<file path="config.mk">
export PLATFORM = sky130hd
export DESIGN_NAME = video_input_port
export DESIGN_NICKNAME = d
export VERILOG_FILES = /design/src/rtl/vid_in_pkg.sv /design/src/rtl/stream_if.sv /design/src/rtl/pixel_fifo.sv /design/src/rtl/video_input_port.sv
export SDC_FILE = /design/constraint.sdc
export NUM_CORES = 1
export LEC_CHECK = 0
export BUFFER_PORTS_ARGS = -buffer_cell sky130_fd_sc_hd__buf_2
export CAP_MARGIN = 30
export CORE_UTILIZATION = 40
export DETAILED_ROUTE_END_ITERATION = 8
export MAX_ROUTING_LAYER = met4
export PLACE_DENSITY = 0.69
export SLEW_MARGIN = 10
export SYNTH_ARGS = -nofsm -noshare
export SYNTH_HDL_FRONTEND = slang
export SYNTH_SLANG_ARGS = --single-unit
</file>
<file path="constraint.sdc">
create_clock -name CORE_CLK_IN -period 1.8 [get_ports CORE_CLK_IN]
set_input_delay 0.27 -clock CORE_CLK_IN [delete_from_list [all_inputs] [get_ports CORE_CLK_IN]]
set_output_delay 0.27 -clock CORE_CLK_IN [all_outputs]
set_load 0.05 [all_outputs]
</file>
<file path="src/rtl/vid_in_pkg.sv">
package vid_in_pkg;

	// Synchronised pin bundle, all pins pass two flip-flops.
	typedef struct packed {
		logic pclk;
		logic line_sync;
		logic frame_sync;
		logic pixel_valid;
		logic [23:0] din;
		logic [2:0] aud;
		logic power_down_n;
		logic freq_mode;
		logic [1:0] mode_strap;
		logic [2:0] addr_strap;
		logic scl;
		logic sda;
	} pins_t;

	// Control settings, held at reset while powered down.
	typedef struct packed {
		logic edge_sel;
		logic filt_en;
		logic gpio_en;
		logic [3:0] gpio_dir;
		logic [3:0] gpio_lvl;
		logic [8:4] gpo_en;
		logic [8:4] gpo_lvl;
	} cfg_t;

	localparam int WORD_W = 30;
	localparam int FIFO_DEPTH = 8;
	localparam int SHARED_W = 6;
	localparam logic [1:0] FILTER_MIN_PCLKS = 2'h3;
	localparam logic [1:0] FILTER_CNT_RESET = 2'h0;
	localparam int STRAP_COLOR18_BIT = 0;
	localparam int STRAP_GPIO_BIT = 1;
	localparam int GPO_DIN16 = 4;
	localparam int GPO_DIN17 = 5;
	localparam int GPO_AUD_DA = 6;
	localparam int GPO_AUD_WS = 7;
	localparam int GPO_AUD_CLK = 8;
	localparam cfg_t CFG_RESET = '{
		edge_sel: 1'b0,
		filt_en: 1'b1,
		gpio_en: 1'b0,
		gpio_dir: 4'h0,
		gpio_lvl: 4'h0,
		gpo_en: 5'h00,
		gpo_lvl: 5'h00
	};
	// Address per divider level; values are arbitrary.
	localparam logic [6:0] BUS_ADDR_BASE = 7'h20;
	localparam logic [6:0] BUS_ADDR_STEP = 7'h01;

	function automatic logic [6:0] strap_to_addr(input logic [2:0] level);
		return BUS_ADDR_BASE + BUS_ADDR_STEP * {4'h0, level};
	endfunction

endpackage

</file>
<file path="src/rtl/stream_if.sv">
`timescale 1ns/10ps
interface stream_if #(parameter int W = 30);
	logic wr_valid;
	logic wr_ready;
	logic [W-1:0] wr_data;
	logic rd_valid;
	logic rd_ready;
	logic [W-1:0] rd_data;
	modport fifo(input wr_valid, wr_data, rd_ready,
		output wr_ready, rd_valid, rd_data);
	modport user(output wr_valid, wr_data, rd_ready,
		input wr_ready, rd_valid, rd_data);
endinterface

</file>
<file path="src/rtl/pixel_fifo.sv">
`timescale 1ns/10ps
module pixel_fifo #(
	parameter int W = 30,
	parameter int D = 8
) (
	// Clock and reset
	input wire logic clk_in,
	input wire logic rst_n_in,
	// Both sides of the buffer
	stream_if.fifo s
);
	// Depth must be a power of two for the wrap-bit full test.
	localparam int AW = $clog2(D);
	typedef struct packed {
		logic [D-1:0][W-1:0] mem;
		logic [AW:0] wp;
		logic [AW:0] rp;
	} fifo_state_t;

	fifo_state_t st;
	fifo_state_t next_st;
	logic full;
	logic empty;

	assign empty = st.wp == st.rp;
	assign full = (st.wp[AW] != st.rp[AW]) &&
		(st.wp[AW-1:0] == st.rp[AW-1:0]);
	assign s.wr_ready = !full;
	assign s.rd_valid = !empty;
	assign s.rd_data = st.mem[st.rp[AW-1:0]];

	always_comb begin
		next_st = st;
		if (s.wr_valid && !full) begin
			next_st.mem[st.wp[AW-1:0]] = s.wr_data;
			next_st.wp = st.wp + 1'b1;
		end
		if (s.rd_ready && !empty) begin
			next_st.rp = st.rp + 1'b1;
		end
	end

	always_ff @(posedge clk_in or negedge rst_n_in) begin
		if (!rst_n_in) begin
			st <= '0;
		end else begin
			st <= next_st;
		end
	end

	chk_fifo_fill_bound: assert property (@(posedge clk_in)
		disable iff (!rst_n_in) (st.wp - st.rp) <= (AW+1)'(D))
		else $error("fifo holds more words than its depth");

endmodule // pixel_fifo

</file>
<file path="src/rtl/video_input_port.sv">
// Operation
// - With the filter on, a line-sync or pixel-valid pulse goes on only if it spans three pixel clocks.
// - With the filter off, line-sync and pixel-valid changes go on with no minimum width.
// - Video inputs are sampled on the pixel-clock edge picked by the edge select setting.
// - Each audio input pin may instead be a setting-driven output, and may be left open.
// - Four two-way general lines replace pixel bits 9, 8, 1 and 0, only in 18-bit mode.
// - Setting-driven outputs share the audio pins and pixel bits 17 and 16.
// - With the power-down input high the block runs normally.
// - With power-down low, both link outputs sit high, the PLL stops, settings hold reset.
// - The frequency mode input selects the intermediate-frequency coax mode.
// - The configuration strap picks colour depth and pin sharing.
// - The management address comes from the level of the address strap.
// - Management clock and data are open-drain: only ever driven low.
// - Pixel bits 16 and 17 may serve as setting-driven outputs four and five.
`timescale 1ns/10ps
module video_input_port (
	// Clock and reset
	input wire logic CORE_CLK_IN,
	input wire logic ARST_N_IN,
	// Video pins
	input wire logic PCLK_IN,
	input wire logic LINE_SYNC_IN,
	input wire logic FRAME_SYNC_IN,
	input wire logic PIXEL_VALID_IN,
	input wire logic [23:0] DIN_IN,
	input wire logic [2:0] AUDIO_IN,
	// Shared pin drivers, order {17,16,9,8,1,0} and {clk,ws,da}
	output logic [5:0] SHARED_DIN_OUT,
	output logic [5:0] SHARED_DIN_OE_OUT,
	output logic [2:0] AUDIO_OUT,
	output logic [2:0] AUDIO_OE_OUT,
	// Control pins and straps
	input wire logic POWER_DOWN_N_IN,
	input wire logic FREQ_MODE_SELECT_IN,
	input wire logic [1:0] MODE_STRAP_IN,
	input wire logic [2:0] BUS_ADDRESS_STRAP_IN,
	// Settings
	input wire logic SAMPLE_EDGE_SELECT_IN,
	input wire logic FILTER_EN_IN,
	input wire logic GPIO_EN_IN,
	input wire logic [3:0] GPIO_DIR_IN,
	input wire logic [3:0] GPIO_LEVEL_IN,
	input wire logic [8:4] REG_DRIVEN_EN_IN,
	input wire logic [8:4] REG_DRIVEN_OUTPUTS_IN,
	// Status
	output logic [3:0] GPIO_PIN_LEVEL_OUT,
	output logic COLOR18_OUT,
	output logic [6:0] BUS_ADDR_OUT,
	output logic STRAP_VALID_OUT,
	output logic IF_MODE_OUT,
	output logic PLL_EN_OUT,
	output logic OVERFLOW_OUT,
	// Link outputs
	input wire logic LINK_BIT_IN,
	output logic LINK_P_OUT,
	output logic LINK_N_OUT,
	// Management bus pins
	input wire logic SCL_IN,
	input wire logic SDA_IN,
	output logic SCL_OUT,
	output logic SCL_OE_OUT,
	output logic SDA_OUT,
	output logic SDA_OE_OUT,
	input wire logic MGMT_SCL_LOW_IN,
	input wire logic MGMT_SDA_LOW_IN,
	output logic MGMT_SCL_OUT,
	output logic MGMT_SDA_OUT,
	// Captured video words
	output logic VIDEO_VALID_OUT,
	input wire logic VIDEO_READY_IN,
	output logic [vid_in_pkg::WORD_W-1:0] VIDEO_WORD_OUT,
	output logic FIFO_READY_OUT
);
	typedef struct packed {
		vid_in_pkg::pins_t s1;
		vid_in_pkg::pins_t s2;
		logic pclk_prev;
		logic line_fwd;
		logic valid_fwd;
		logic [1:0] line_cnt;
		logic [1:0] valid_cnt;
		logic [1:0][27:0] dly;
		vid_in_pkg::cfg_t cfg;
		logic strap_done;
		logic [1:0] mode;
		logic [6:0] bus_addr;
		logic overflow;
		logic if_mode;
		logic pll_en;
		logic link_p;
		logic link_n;
		logic scl_low;
		logic sda_low;
		logic [5:0] din_out;
		logic [5:0] din_oe;
		logic [2:0] aud_out;
		logic [2:0] aud_oe;
	} state_t;

	state_t st;
	state_t next_st;
	vid_in_pkg::pins_t pins;
	vid_in_pkg::cfg_t cfg_in;
	logic pix_edge;
	logic run;
	logic gpio_active;
	logic [27:0] raw_rest;
	logic [27:0] rest;
	logic [vid_in_pkg::WORD_W-1:0] word;
	logic [1:0] gpio_pin;
	logic [2:0] line_step;
	logic [2:0] valid_step;
	stream_if #(.W(vid_in_pkg::WORD_W)) buf_if ();

	// Returns {forwarded level, run count} after one pixel sample.
	function automatic logic [2:0] filter_step(input logic raw,
		input logic fwd, input logic en, input logic [1:0] cnt);
		if (!en || raw == fwd) begin
			return {raw, vid_in_pkg::FILTER_CNT_RESET};
		end
		if (cnt == vid_in_pkg::FILTER_MIN_PCLKS - 2'h1) begin
			return {raw, vid_in_pkg::FILTER_CNT_RESET};
		end
		return {fwd, cnt + 2'h1};
	endfunction

	assign pins = '{
		pclk: PCLK_IN,
		line_sync: LINE_SYNC_IN,
		frame_sync: FRAME_SYNC_IN,
		pixel_valid: PIXEL_VALID_IN,
		din: DIN_IN,
		aud: AUDIO_IN,
		power_down_n: POWER_DOWN_N_IN,
		freq_mode: FREQ_MODE_SELECT_IN,
		mode_strap: MODE_STRAP_IN,
		addr_strap: BUS_ADDRESS_STRAP_IN,
		scl: SCL_IN,
		sda: SDA_IN
	};
	assign cfg_in = '{
		edge_sel: SAMPLE_EDGE_SELECT_IN,
		filt_en: FILTER_EN_IN,
		gpio_en: GPIO_EN_IN,
		gpio_dir: GPIO_DIR_IN,
		gpio_lvl: GPIO_LEVEL_IN,
		gpo_en: REG_DRIVEN_EN_IN,
		gpo_lvl: REG_DRIVEN_OUTPUTS_IN
	};

	// The pixel clock is oversampled, so it must stay below half the
	// core rate; faster pixel clocks lose edges.
	assign pix_edge = (st.s2.pclk != st.pclk_prev) &&
		(st.s2.pclk == !st.cfg.edge_sel);
	assign run = st.s2.power_down_n;
	assign gpio_active = st.mode[vid_in_pkg::STRAP_COLOR18_BIT] &&
		(st.mode[vid_in_pkg::STRAP_GPIO_BIT] || st.cfg.gpio_en);

	// Pixel bits lent to other roles are sent as zero.
	always_comb begin
		raw_rest = {st.s2.frame_sync, st.s2.din, st.s2.aud};
		if (gpio_active) begin
			raw_rest[12:11] = 2'h0;
			raw_rest[4:3] = 2'h0;
		end
		if (st.cfg.gpo_en[vid_in_pkg::GPO_DIN16]) begin
			raw_rest[19] = 1'b0;
		end
		if (st.cfg.gpo_en[vid_in_pkg::GPO_DIN17]) begin
			raw_rest[20] = 1'b0;
		end
		raw_rest[2:0] = raw_rest[2:0] & ~st.cfg.gpo_en[8:6];
	end

	// The filter holds syncs back two samples, so the rest is aligned.
	assign rest = st.cfg.filt_en ? st.dly[1] : raw_rest;
	assign line_step = filter_step(st.s2.line_sync, st.line_fwd,
		st.cfg.filt_en, st.line_cnt);
	assign valid_step = filter_step(st.s2.pixel_valid, st.valid_fwd,
		st.cfg.filt_en, st.valid_cnt);
	assign word = {line_step[2], valid_step[2], rest};
	assign buf_if.wr_valid = pix_edge && run;
	assign buf_if.wr_data = word;
	assign buf_if.rd_ready = VIDEO_READY_IN;

	always_comb begin
		next_st = st;
		next_st.s1 = pins;
		next_st.s2 = st.s1;
		next_st.pclk_prev = st.s2.pclk;
		next_st.if_mode = st.s2.freq_mode && run;
		next_st.pll_en = run;
		next_st.link_p = run ? LINK_BIT_IN : 1'b1;
		next_st.link_n = run ? !LINK_BIT_IN : 1'b1;
		next_st.scl_low = MGMT_SCL_LOW_IN;
		next_st.sda_low = MGMT_SDA_LOW_IN;
		next_st.cfg = run ? cfg_in : vid_in_pkg::CFG_RESET;
		if (!run) begin
			next_st.strap_done = 1'b0;
			next_st.overflow = 1'b0;
		end else if (!st.strap_done) begin
			next_st.strap_done = 1'b1;
			next_st.mode = st.s2.mode_strap;
			next_st.bus_addr = vid_in_pkg::strap_to_addr(
				st.s2.addr_strap);
		end
		if (pix_edge && run) begin
			{next_st.line_fwd, next_st.line_cnt} = line_step;
			{next_st.valid_fwd, next_st.valid_cnt} = valid_step;
			next_st.dly = {st.dly[0], raw_rest};
			if (!buf_if.wr_ready) begin
				next_st.overflow = 1'b1;
			end
		end
		// GPIO order {3,2,1,0} sits on din bits {9,8,1,0}.
		next_st.din_oe[3:0] = gpio_active ? st.cfg.gpio_dir : 4'h0;
		next_st.din_out[3:0] = st.cfg.gpio_lvl;
		next_st.din_oe[5:4] = st.cfg.gpo_en[5:4];
		next_st.din_out[5:4] = st.cfg.gpo_lvl[5:4];
		// Audio pins in order {clk, ws, da} map to outputs 8, 7, 6.
		next_st.aud_oe = st.cfg.gpo_en[8:6];
		next_st.aud_out = st.cfg.gpo_lvl[8:6];
	end

	always_ff @(posedge CORE_CLK_IN or negedge ARST_N_IN) begin
		if (!ARST_N_IN) begin
			st <= '0;
			st.cfg <= vid_in_pkg::CFG_RESET;
			st.link_p <= 1'b1;
			st.link_n <= 1'b1;
		end else begin
			st <= next_st;
		end
	end

	pixel_fifo #(
		.W(vid_in_pkg::WORD_W),
		.D(vid_in_pkg::FIFO_DEPTH)
	) u_fifo (
		.clk_in(CORE_CLK_IN),
		.rst_n_in(ARST_N_IN),
		.s(buf_if)
	);

	assign gpio_pin = {st.s2.din[9], st.s2.din[8]};
	assign GPIO_PIN_LEVEL_OUT = {gpio_pin, st.s2.din[1], st.s2.din[0]};
	assign SHARED_DIN_OUT = st.din_out;
	assign SHARED_DIN_OE_OUT = st.din_oe;
	assign AUDIO_OUT = st.aud_out;
	assign AUDIO_OE_OUT = st.aud_oe;
	assign COLOR18_OUT = st.mode[vid_in_pkg::STRAP_COLOR18_BIT];
	assign BUS_ADDR_OUT = st.bus_addr;
	assign STRAP_VALID_OUT = st.strap_done;
	assign IF_MODE_OUT = st.if_mode;
	assign PLL_EN_OUT = st.pll_en;
	assign OVERFLOW_OUT = st.overflow;
	assign LINK_P_OUT = st.link_p;
	assign LINK_N_OUT = st.link_n;
	// Open-drain: the pad value is always low, only the enable moves.
	assign SCL_OUT = 1'b0;
	assign SDA_OUT = 1'b0;
	assign SCL_OE_OUT = st.scl_low;
	assign SDA_OE_OUT = st.sda_low;
	assign MGMT_SCL_OUT = st.s2.scl;
	assign MGMT_SDA_OUT = st.s2.sda;
	assign VIDEO_VALID_OUT = buf_if.rd_valid;
	assign VIDEO_WORD_OUT = buf_if.rd_data;
	assign FIFO_READY_OUT = buf_if.wr_ready;

	chk_filter_min_width: assert property (@(posedge CORE_CLK_IN)
		disable iff (!ARST_N_IN)
		(st.line_fwd != $past(st.line_fwd)) && $past(st.cfg.filt_en)
		|-> $past(st.line_cnt) == 2'h2)
		else $error("line sync forwarded before three samples");

	chk_filter_bypass: assert property (@(posedge CORE_CLK_IN)
		disable iff (!ARST_N_IN)
		pix_edge && run && !st.cfg.filt_en
		|=> st.valid_fwd == $past(st.s2.pixel_valid))
		else $error("pixel valid delayed with filter off");

	chk_edge_select: assert property (@(posedge CORE_CLK_IN)
		disable iff (!ARST_N_IN)
		buf_if.wr_valid |-> st.s2.pclk != st.cfg.edge_sel &&
		st.pclk_prev == st.cfg.edge_sel)
		else $error("sample taken on the wrong pixel clock edge");

	chk_audio_as_out: assert property (@(posedge CORE_CLK_IN)
		disable iff (!ARST_N_IN)
		run && st.cfg.gpo_en[8] |=> AUDIO_OE_OUT[2] &&
		AUDIO_OUT[2] == $past(st.cfg.gpo_lvl[8]))
		else $error("audio clock pin not driven as output");

	chk_gpio_18bit: assert property (@(posedge CORE_CLK_IN)
		disable iff (!ARST_N_IN)
		SHARED_DIN_OE_OUT[3:0] != 4'h0 |-> $past(gpio_active))
		else $error("general line driven outside 18-bit mode");

	chk_din16_output: assert property (@(posedge CORE_CLK_IN)
		disable iff (!ARST_N_IN)
		st.cfg.gpo_en[4] ##1 st.cfg.gpo_en[4] |-> SHARED_DIN_OE_OUT[4] &&
		SHARED_DIN_OUT[4] == $past(st.cfg.gpo_lvl[4]) &&
		(buf_if.wr_data[19] == 1'b0 || st.cfg.filt_en))
		else $error("pixel bit 16 not serving as output four");

	chk_power_down: assert property (@(posedge CORE_CLK_IN)
		disable iff (!ARST_N_IN)
		!run |=> LINK_P_OUT && LINK_N_OUT && !PLL_EN_OUT &&
		st.cfg == vid_in_pkg::CFG_RESET)
		else $error("power-down state not held");

	chk_normal_run: assert property (@(posedge CORE_CLK_IN)
		disable iff (!ARST_N_IN)
		run [*2] |-> PLL_EN_OUT && STRAP_VALID_OUT)
		else $error("block not running with power-down released");

	chk_if_mode: assert property (@(posedge CORE_CLK_IN)
		disable iff (!ARST_N_IN)
		run && st.s2.freq_mode |=> IF_MODE_OUT)
		else $error("intermediate frequency mode not entered");

	chk_strap_addr: assert property (@(posedge CORE_CLK_IN)
		disable iff (!ARST_N_IN)
		$rose(STRAP_VALID_OUT) |-> BUS_ADDR_OUT ==
		vid_in_pkg::strap_to_addr($past(st.s2.addr_strap)))
		else $error("bus address does not follow the strap");

	chk_open_drain: assert property (@(posedge CORE_CLK_IN)
		disable iff (!ARST_N_IN)
		(!SCL_OUT && !SDA_OUT) and (MGMT_SDA_LOW_IN |=> SDA_OE_OUT))
		else $error("management line driven high");

endmodule // video_input_port

</file>
Yosys cells after proc, flatten, opt, wreduce, memory -nomap -nowiden
Cells that the tools add are included.
{ "word_totals": {"regBits": 447, "latchBits": 0, "ramBits": 0, "romBits": 0, "inputBits": 67, "wordCells": 131, "mem_count": 0} }
{ "op_classes": {"n_addsub": 5, "mul": 0, "n_div": 0, "magnitude_cmp": 3, "n_eq_ne": 9, "n_shift": 0, "muxes": 32, "bitwise_logic": 3, "reduce_logical": 17} }
{ "ops": {"columns": ["op", "n"], "rows": [
  ["$bwmux W240", 1],
  ["$bmux W30 S3", 1],
  ["$demux W30 S3", 1],
  ["$mux W30", 2],
  ["$mux W28", 1],
  ["$mux W3", 8],
  ["$mux W21", 1],
  ["$mux W1", 14],
  ["$add A4 B1 Y4 const B", 2],
  ["$logic_and A1 B1 Y1", 8],
  ["$lt A3 B4 Y1 const B", 2],
  ["$add A6 B3 Y7 const A", 1],
  ["$logic_not A1 Y1", 5],
  ["$add A2 B1 Y2 const B", 2],
  ["$eq A2 B2 Y1 const B", 2],
  ["$eq A4 B4 Y1", 1],
  ["$mux W2", 2],
  ["$mux W4", 1],
  ["$and A3 B3 Y3", 1],
  ["$eq A1 B1 Y1", 3],
  ["$eq A3 B3 Y1", 1],
  ["$ge A3 B1 Y1 const B", 1],
  ["$logic_or A1 B1 Y1", 3],
  ["$not A3 Y3", 1],
  ["3 further kinds", 4]
]} }

Logic depth before layout (Yosys ltp)
{ "logic_depth": {"ltp_word": 7, "mapped_depth": 7} }

Modules after synthesis
Synthesis repeated with hierarchy kept, for this count alone.
{ "hier_totals": {"hier_cells": 1080, "hier_area_um2": 18088.6} }
{ "by_module_without_submodules": {"columns": ["module", "n_inst", "cells_per_inst", "area_per_inst_um2"], "rows": [
  ["pixel_fifo", 1, 662, 11499.8],
  ["video_input_port", 1, 418, 6588.8]
]} }

Worst setup path after synthesis
Ideal clock, no wire load.
{ "synth_timing": {"kind": "register -> output", "start": "register u_fifo.st[0] in the netlist's numbering", "end": "output port VIDEO_WORD_OUT[15] in the netlist's numbering", "arrival_time_ns": 1.746, "required_time_ns": 1.530, "setup_slack_ns": -0.216, "path_stages_with_launch": 5, "path_buffers": 2, "cell_sequence": "dfrtp_1 > buf_2 > buf_2 > mux4_2 > mux2_2"} }
{ "synth_via": {"elab_chain_len": 2} }
{ "synth_rtl": {"columns": ["element", "line", "rtl"], "rows": [
  ["start, declared", "pixel_fifo.sv:20", "fifo_state_t st;"],
  ["start signal, assigned", "pixel_fifo.sv:47", "st <= next_st;"],
  ["$bmux W30 S3", "pixel_fifo.sv:30", "assign s.rd_data = st.mem[st.rp[AW-1:0]];"],
  ["$mux W30 (implied by the code)", "pixel_fifo.sv:30", null],
  ["end, declared", "video_input_port.sv:71", "output logic [vid_in_pkg::WORD_W-1:0] VIDEO_WORD_OUT,"]
]} }
No other way between the ends. The select of a mux whose other input is x is not followed.

Final worst setup path
{ "layout_timing": {"start": "register u_fifo.st[0] in the netlist's numbering", "end": "output port VIDEO_WORD_OUT[9] in the netlist's numbering"} }
Same word-level chain as after synthesis.

==> impl_metrics.env <==
export IMPL_floorplan_rows=78
export IMPL_critical_path_slowest_cell="sky130_fd_sc_hd__mux4_2"
export IMPL_io_pin_count=141
export IMPL_cp_startpoint="u_fifo.st[0]"
export IMPL_ys_warn_count=0
export IMPL_setup_viol=277
export IMPL_ys_seq_area_frac=0.605
export IMPL_mostFrequentLayoutCell="sky130_fd_sc_hd__dfrtp_1"
export IMPL_critical_path_cell_count=5
export IMPL_die_outline_area_mm2=0.0467
export IMPL_maxSlewViolCount=0
export IMPL_setup_worst_path_end_class="primary output"
export IMPL_outcome="finished with violations"
export IMPL_grt_util_all_layers=0.188
export IMPL_worst_ep_required_time_ns=1.53
export IMPL_hold_ws_ns=0.0807
export IMPL_timing_final_ws_setup_ns=-0.786
export IMPL_area_delta_synth_final_pct=30.1
export IMPL_postLayoutCellArea_mm2=0.0238
export IMPL_post_synth_fa_ha_maj_area_fraction=0.00137
export IMPL_dpl_cell_area_mm2=0.0201
export IMPL_worst_setup_path_type="flop to primary output"
export IMPL_max_slew_margin_rel=0.464
export IMPL_grt_start_max_net_pins=77
export IMPL_clockBufferDepth=3
export IMPL_synthesis_area_mm2=0.0183
export IMPL_worst_hold_path_type="input port to flop"
export IMPL_timing_reg2reg_worst_path_depth=9
export IMPL_rr_startpoint="u_fifo.st[0]"
export IMPL_postSynthRegisterBits=443
export IMPL_hold_viol=0
export IMPL_synth_area_mux_share=0.283
export IMPL_vias_per_cell=4.92
export IMPL_multi_input_comb_area_mm2=0.00675
export IMPL_cpMostUsedCell="sky130_fd_sc_hd__buf_6"
export IMPL_yosysTopAreaCellShare=0.601
export IMPL_placeable_core_area_mm2=0.0453
export IMPL_dominant_combinational_cell_family_by_area_after_synthesis="multiplexers"
export IMPL_yosysUniqueCellTypes=40
export IMPL_layout_min_cycle_time_ns=2.59
export IMPL_timing_rr_end="u_fifo.st[184]"
export IMPL_place_hpwl_um=24100
export IMPL_synth_xor_area_share=0.00744
export IMPL_layout_nets=1525
export IMPL_postSynthCellCount=1180
export IMPL_first_pass_grt_wire_length_um=65600
export IMPL_number_of_buffers_created_by_cts=46
export IMPL_critPathTopFamily="multiplexers"
export IMPL_grt_ovfl_total=0
export IMPL_crit_end="VIDEO_WORD_OUT[9]"
export IMPL_floorplan_initialDensity=0.405
export IMPL_max_clock_freq_mhz=387
export IMPL_syn_mean_instance_area_um2=15.5
export IMPL_num_vias=10300
export IMPL_number_of_antenna_violations_at_the_first_check_in_global_routing=2
export IMPL_htree_num_levels=2
export IMPL_violations="setup timing"
export IMPL_simple_gate_share_of_the_synthesized_area=0.0572
export IMPL_rsz_0062_raised_after_global_routing="true"
export IMPL_fillCellCount=3626
export IMPL_critical_path_cell_chain="buf_6 > clkbuf_16 > mux4_2 > mux2_4 > buf_6"
export IMPL_critPathMaxFanout=8
export IMPL_layout_worst_path_cycle_share=1.44
export IMPL_ctsRootBufferMaster="sky130_fd_sc_hd__clkbuf_16"
export IMPL_share_of_the_core_filled_with_cells_in_the_final_layout=0.526
export IMPL_detailedRoute_firstIterationViolations=445
export IMPL_max_stage_delay_ns=0.49
export IMPL_worstPathBufferInverterCount=3
export IMPL_grt_pass1_vias=11100
export IMPL_area_sequential_mm2=0.0111
export IMPL_timing_critical_path_from_type="flop"
export IMPL_gp_congestion=0.739
export IMPL_leading_cell_types_in_the_layout_fill_and_taps_excluded="sky130_fd_sc_hd__dfrtp_1, sky130_fd_sc_hd__nand2_1, sky130_fd_sc_hd__mux2_4"
export IMPL_detail_route_first_pass_iterations=5
export IMPL_largest_cells_by_area_after_synthesis="sky130_fd_sc_hd__dfrtp_1, sky130_fd_sc_hd__mux2_4, sky130_fd_sc_hd__mux4_2"
export IMPL_post_place_cells=1889
export IMPL_power_ir_vdd_worst_v=0.000933
export IMPL_cts_tree="built"
export IMPL_powerDensity_mw_per_mm2=1620
export IMPL_ff2ff_setup_slack_ns=-0.50
export IMPL_clk_pin_slew_worst_paths_ns=0.06
export IMPL_drt_antenna_violating_nets=0
export IMPL_synth_largest_area_cell="sky130_fd_sc_hd__dfrtp_1"
export IMPL_cap_viol_max_count=0
export IMPL_least_margin_pin_slew_ns=0.798
export IMPL_instances_no_fill=2098
export IMPL_worst_clock_skew_ns=0.0319
export IMPL_static_leakage_power_nw=11.5
export IMPL_numClockSinks=443
export IMPL_worst_skew_pair_late_latency_ns=0.60
export IMPL_tns_ns=-121.24
export IMPL_route_final_wire_length_um=42100
export IMPL_dieWidth_um=216
export IMPL_route_detailed_drc=0
export IMPL_wire_per_inst_um=20.1
export IMPL_dieHeight_um=216
export IMPL_synth_compound_area_share=0.00847
export IMPL_worst_ep_arrival_time_ns=2.32
export IMPL_layout_drive_gt1_share=0.435
export IMPL_io_buffers=135
-- what timing repair did --
item	CTS	global route
setup buffers	25	10
endpoints found under the hold margin	486	0
setup endpoints to repair	313	286
pin swaps	5	0
hold buffers	65	0
gates resized for setup	101	21
gates cloned	14	6
-- synth_stat cells (all sizes together) --
cell and number:
mux2 300, mux4 60, a41o 1, and3 2
nor2 6, nor2b 3, and2 25, o41ai 2
clkbuf 24, and4 1, and4b 4, inv 3
nand2b 7, o21ai 24, o21a 1, conb 1
dfstp 3, dfrtp 440, nand4 6, ha 2
xor2 3, buf 75, xnor2 10, or2 2
nand3 4, nand2 170, and4bb 1
-- logic make-up (layout without fill, tap and decap cells) --
logic type | Yosys count | after routing
buffers and inverters | 102 | 412
other | 1 | 9
XOR/XNOR | 13 | 13
AND/OR/NAND/NOR | 231 | 231
flip-flops | 443 | 443
adder cells (fa/ha/maj) | 2 | 2
multiplexers | 360 | 360
AO/OA/AOI/OAI | 28 | 28
-- worst min-delay path by stage --
stage,start,end,slack (ns),cells past startpoint
after floorplan,ARST_N_IN,AUDIO_OE_OUT[0],-0.03,0
after global placement,ARST_N_IN,u_fifo.st[224],0.17,1
after detailed placement,ARST_N_IN,u_fifo.st[224],0.17,1
after CTS,VIDEO_READY_IN,u_fifo.st[2],0.05,3
after global routing,VIDEO_READY_IN,u_fifo.st[2],0.09,3
final,VIDEO_READY_IN,u_fifo.st[2],0.08,3
-- flip-flops by register name, indices dropped and copies added (netlist names), 3 cells and up --
| name | flops |
|---|---|
| SHARED_DIN_OUT | 6 |
| AUDIO_OE_OUT | 3 |
| SHARED_DIN_OE_OUT | 6 |
| u_fifo.st | 248 |
| raw_rest | 19 |
| AUDIO_OUT | 3 |
| BUS_ADDR_OUT | 4 |
| next_st | 55 |
| GPIO_PIN_LEVEL_OUT | 4 |
| st | 84 |
-- worst min-delay path, stage by stage --
cell,delay (ns)
sky130_fd_sc_hd__buf_2,0.12
sky130_fd_sc_hd__and3_1,0.18
sky130_fd_sc_hd__xor2_1,0.06
-- area by class of cell --
cell class | instances | area share
flip-flops and latches | 443 | 0.466
inverters | 3 | 0.000473
well taps | 600 | 0.0315
diodes | 4 | 0.000420
multi-input cells | 639 | 0.283
repair buffers | 323 | 0.146
clock buffers | 63 | 0.0544
clock inverters | 23 | 0.0183
-- stage by stage --
stage | total power, mW | setup WS, ns
final | 38.7 | -0.786
after global routing | 40.4 | -0.840
after CTS | 38.3 | -0.846
after detailed placement | 26.2 | -0.274
after global placement | 25.9 | -0.262
after floorplan | 23.2 | -0.0976
-- layer usage --
layer / up-vias / GRT usage / wire length, µm
li1: 4631 / - / -
met1: 5408 / 0.249 / 18900
met2: 202 / 0.295 / 20400
met3: 76 / 0.0310 / 1590
met4: 0 / 0.0660 / 1160
met5: - / - / 0
-- report_power, final --
part | internal [mW] | switching (mW)
sequential | 12.7 | 1.55
clock | 6.67 | 4.03
combinational | 7.41 | 6.37
No activity file was read; power rests on OpenSTA's default activity.
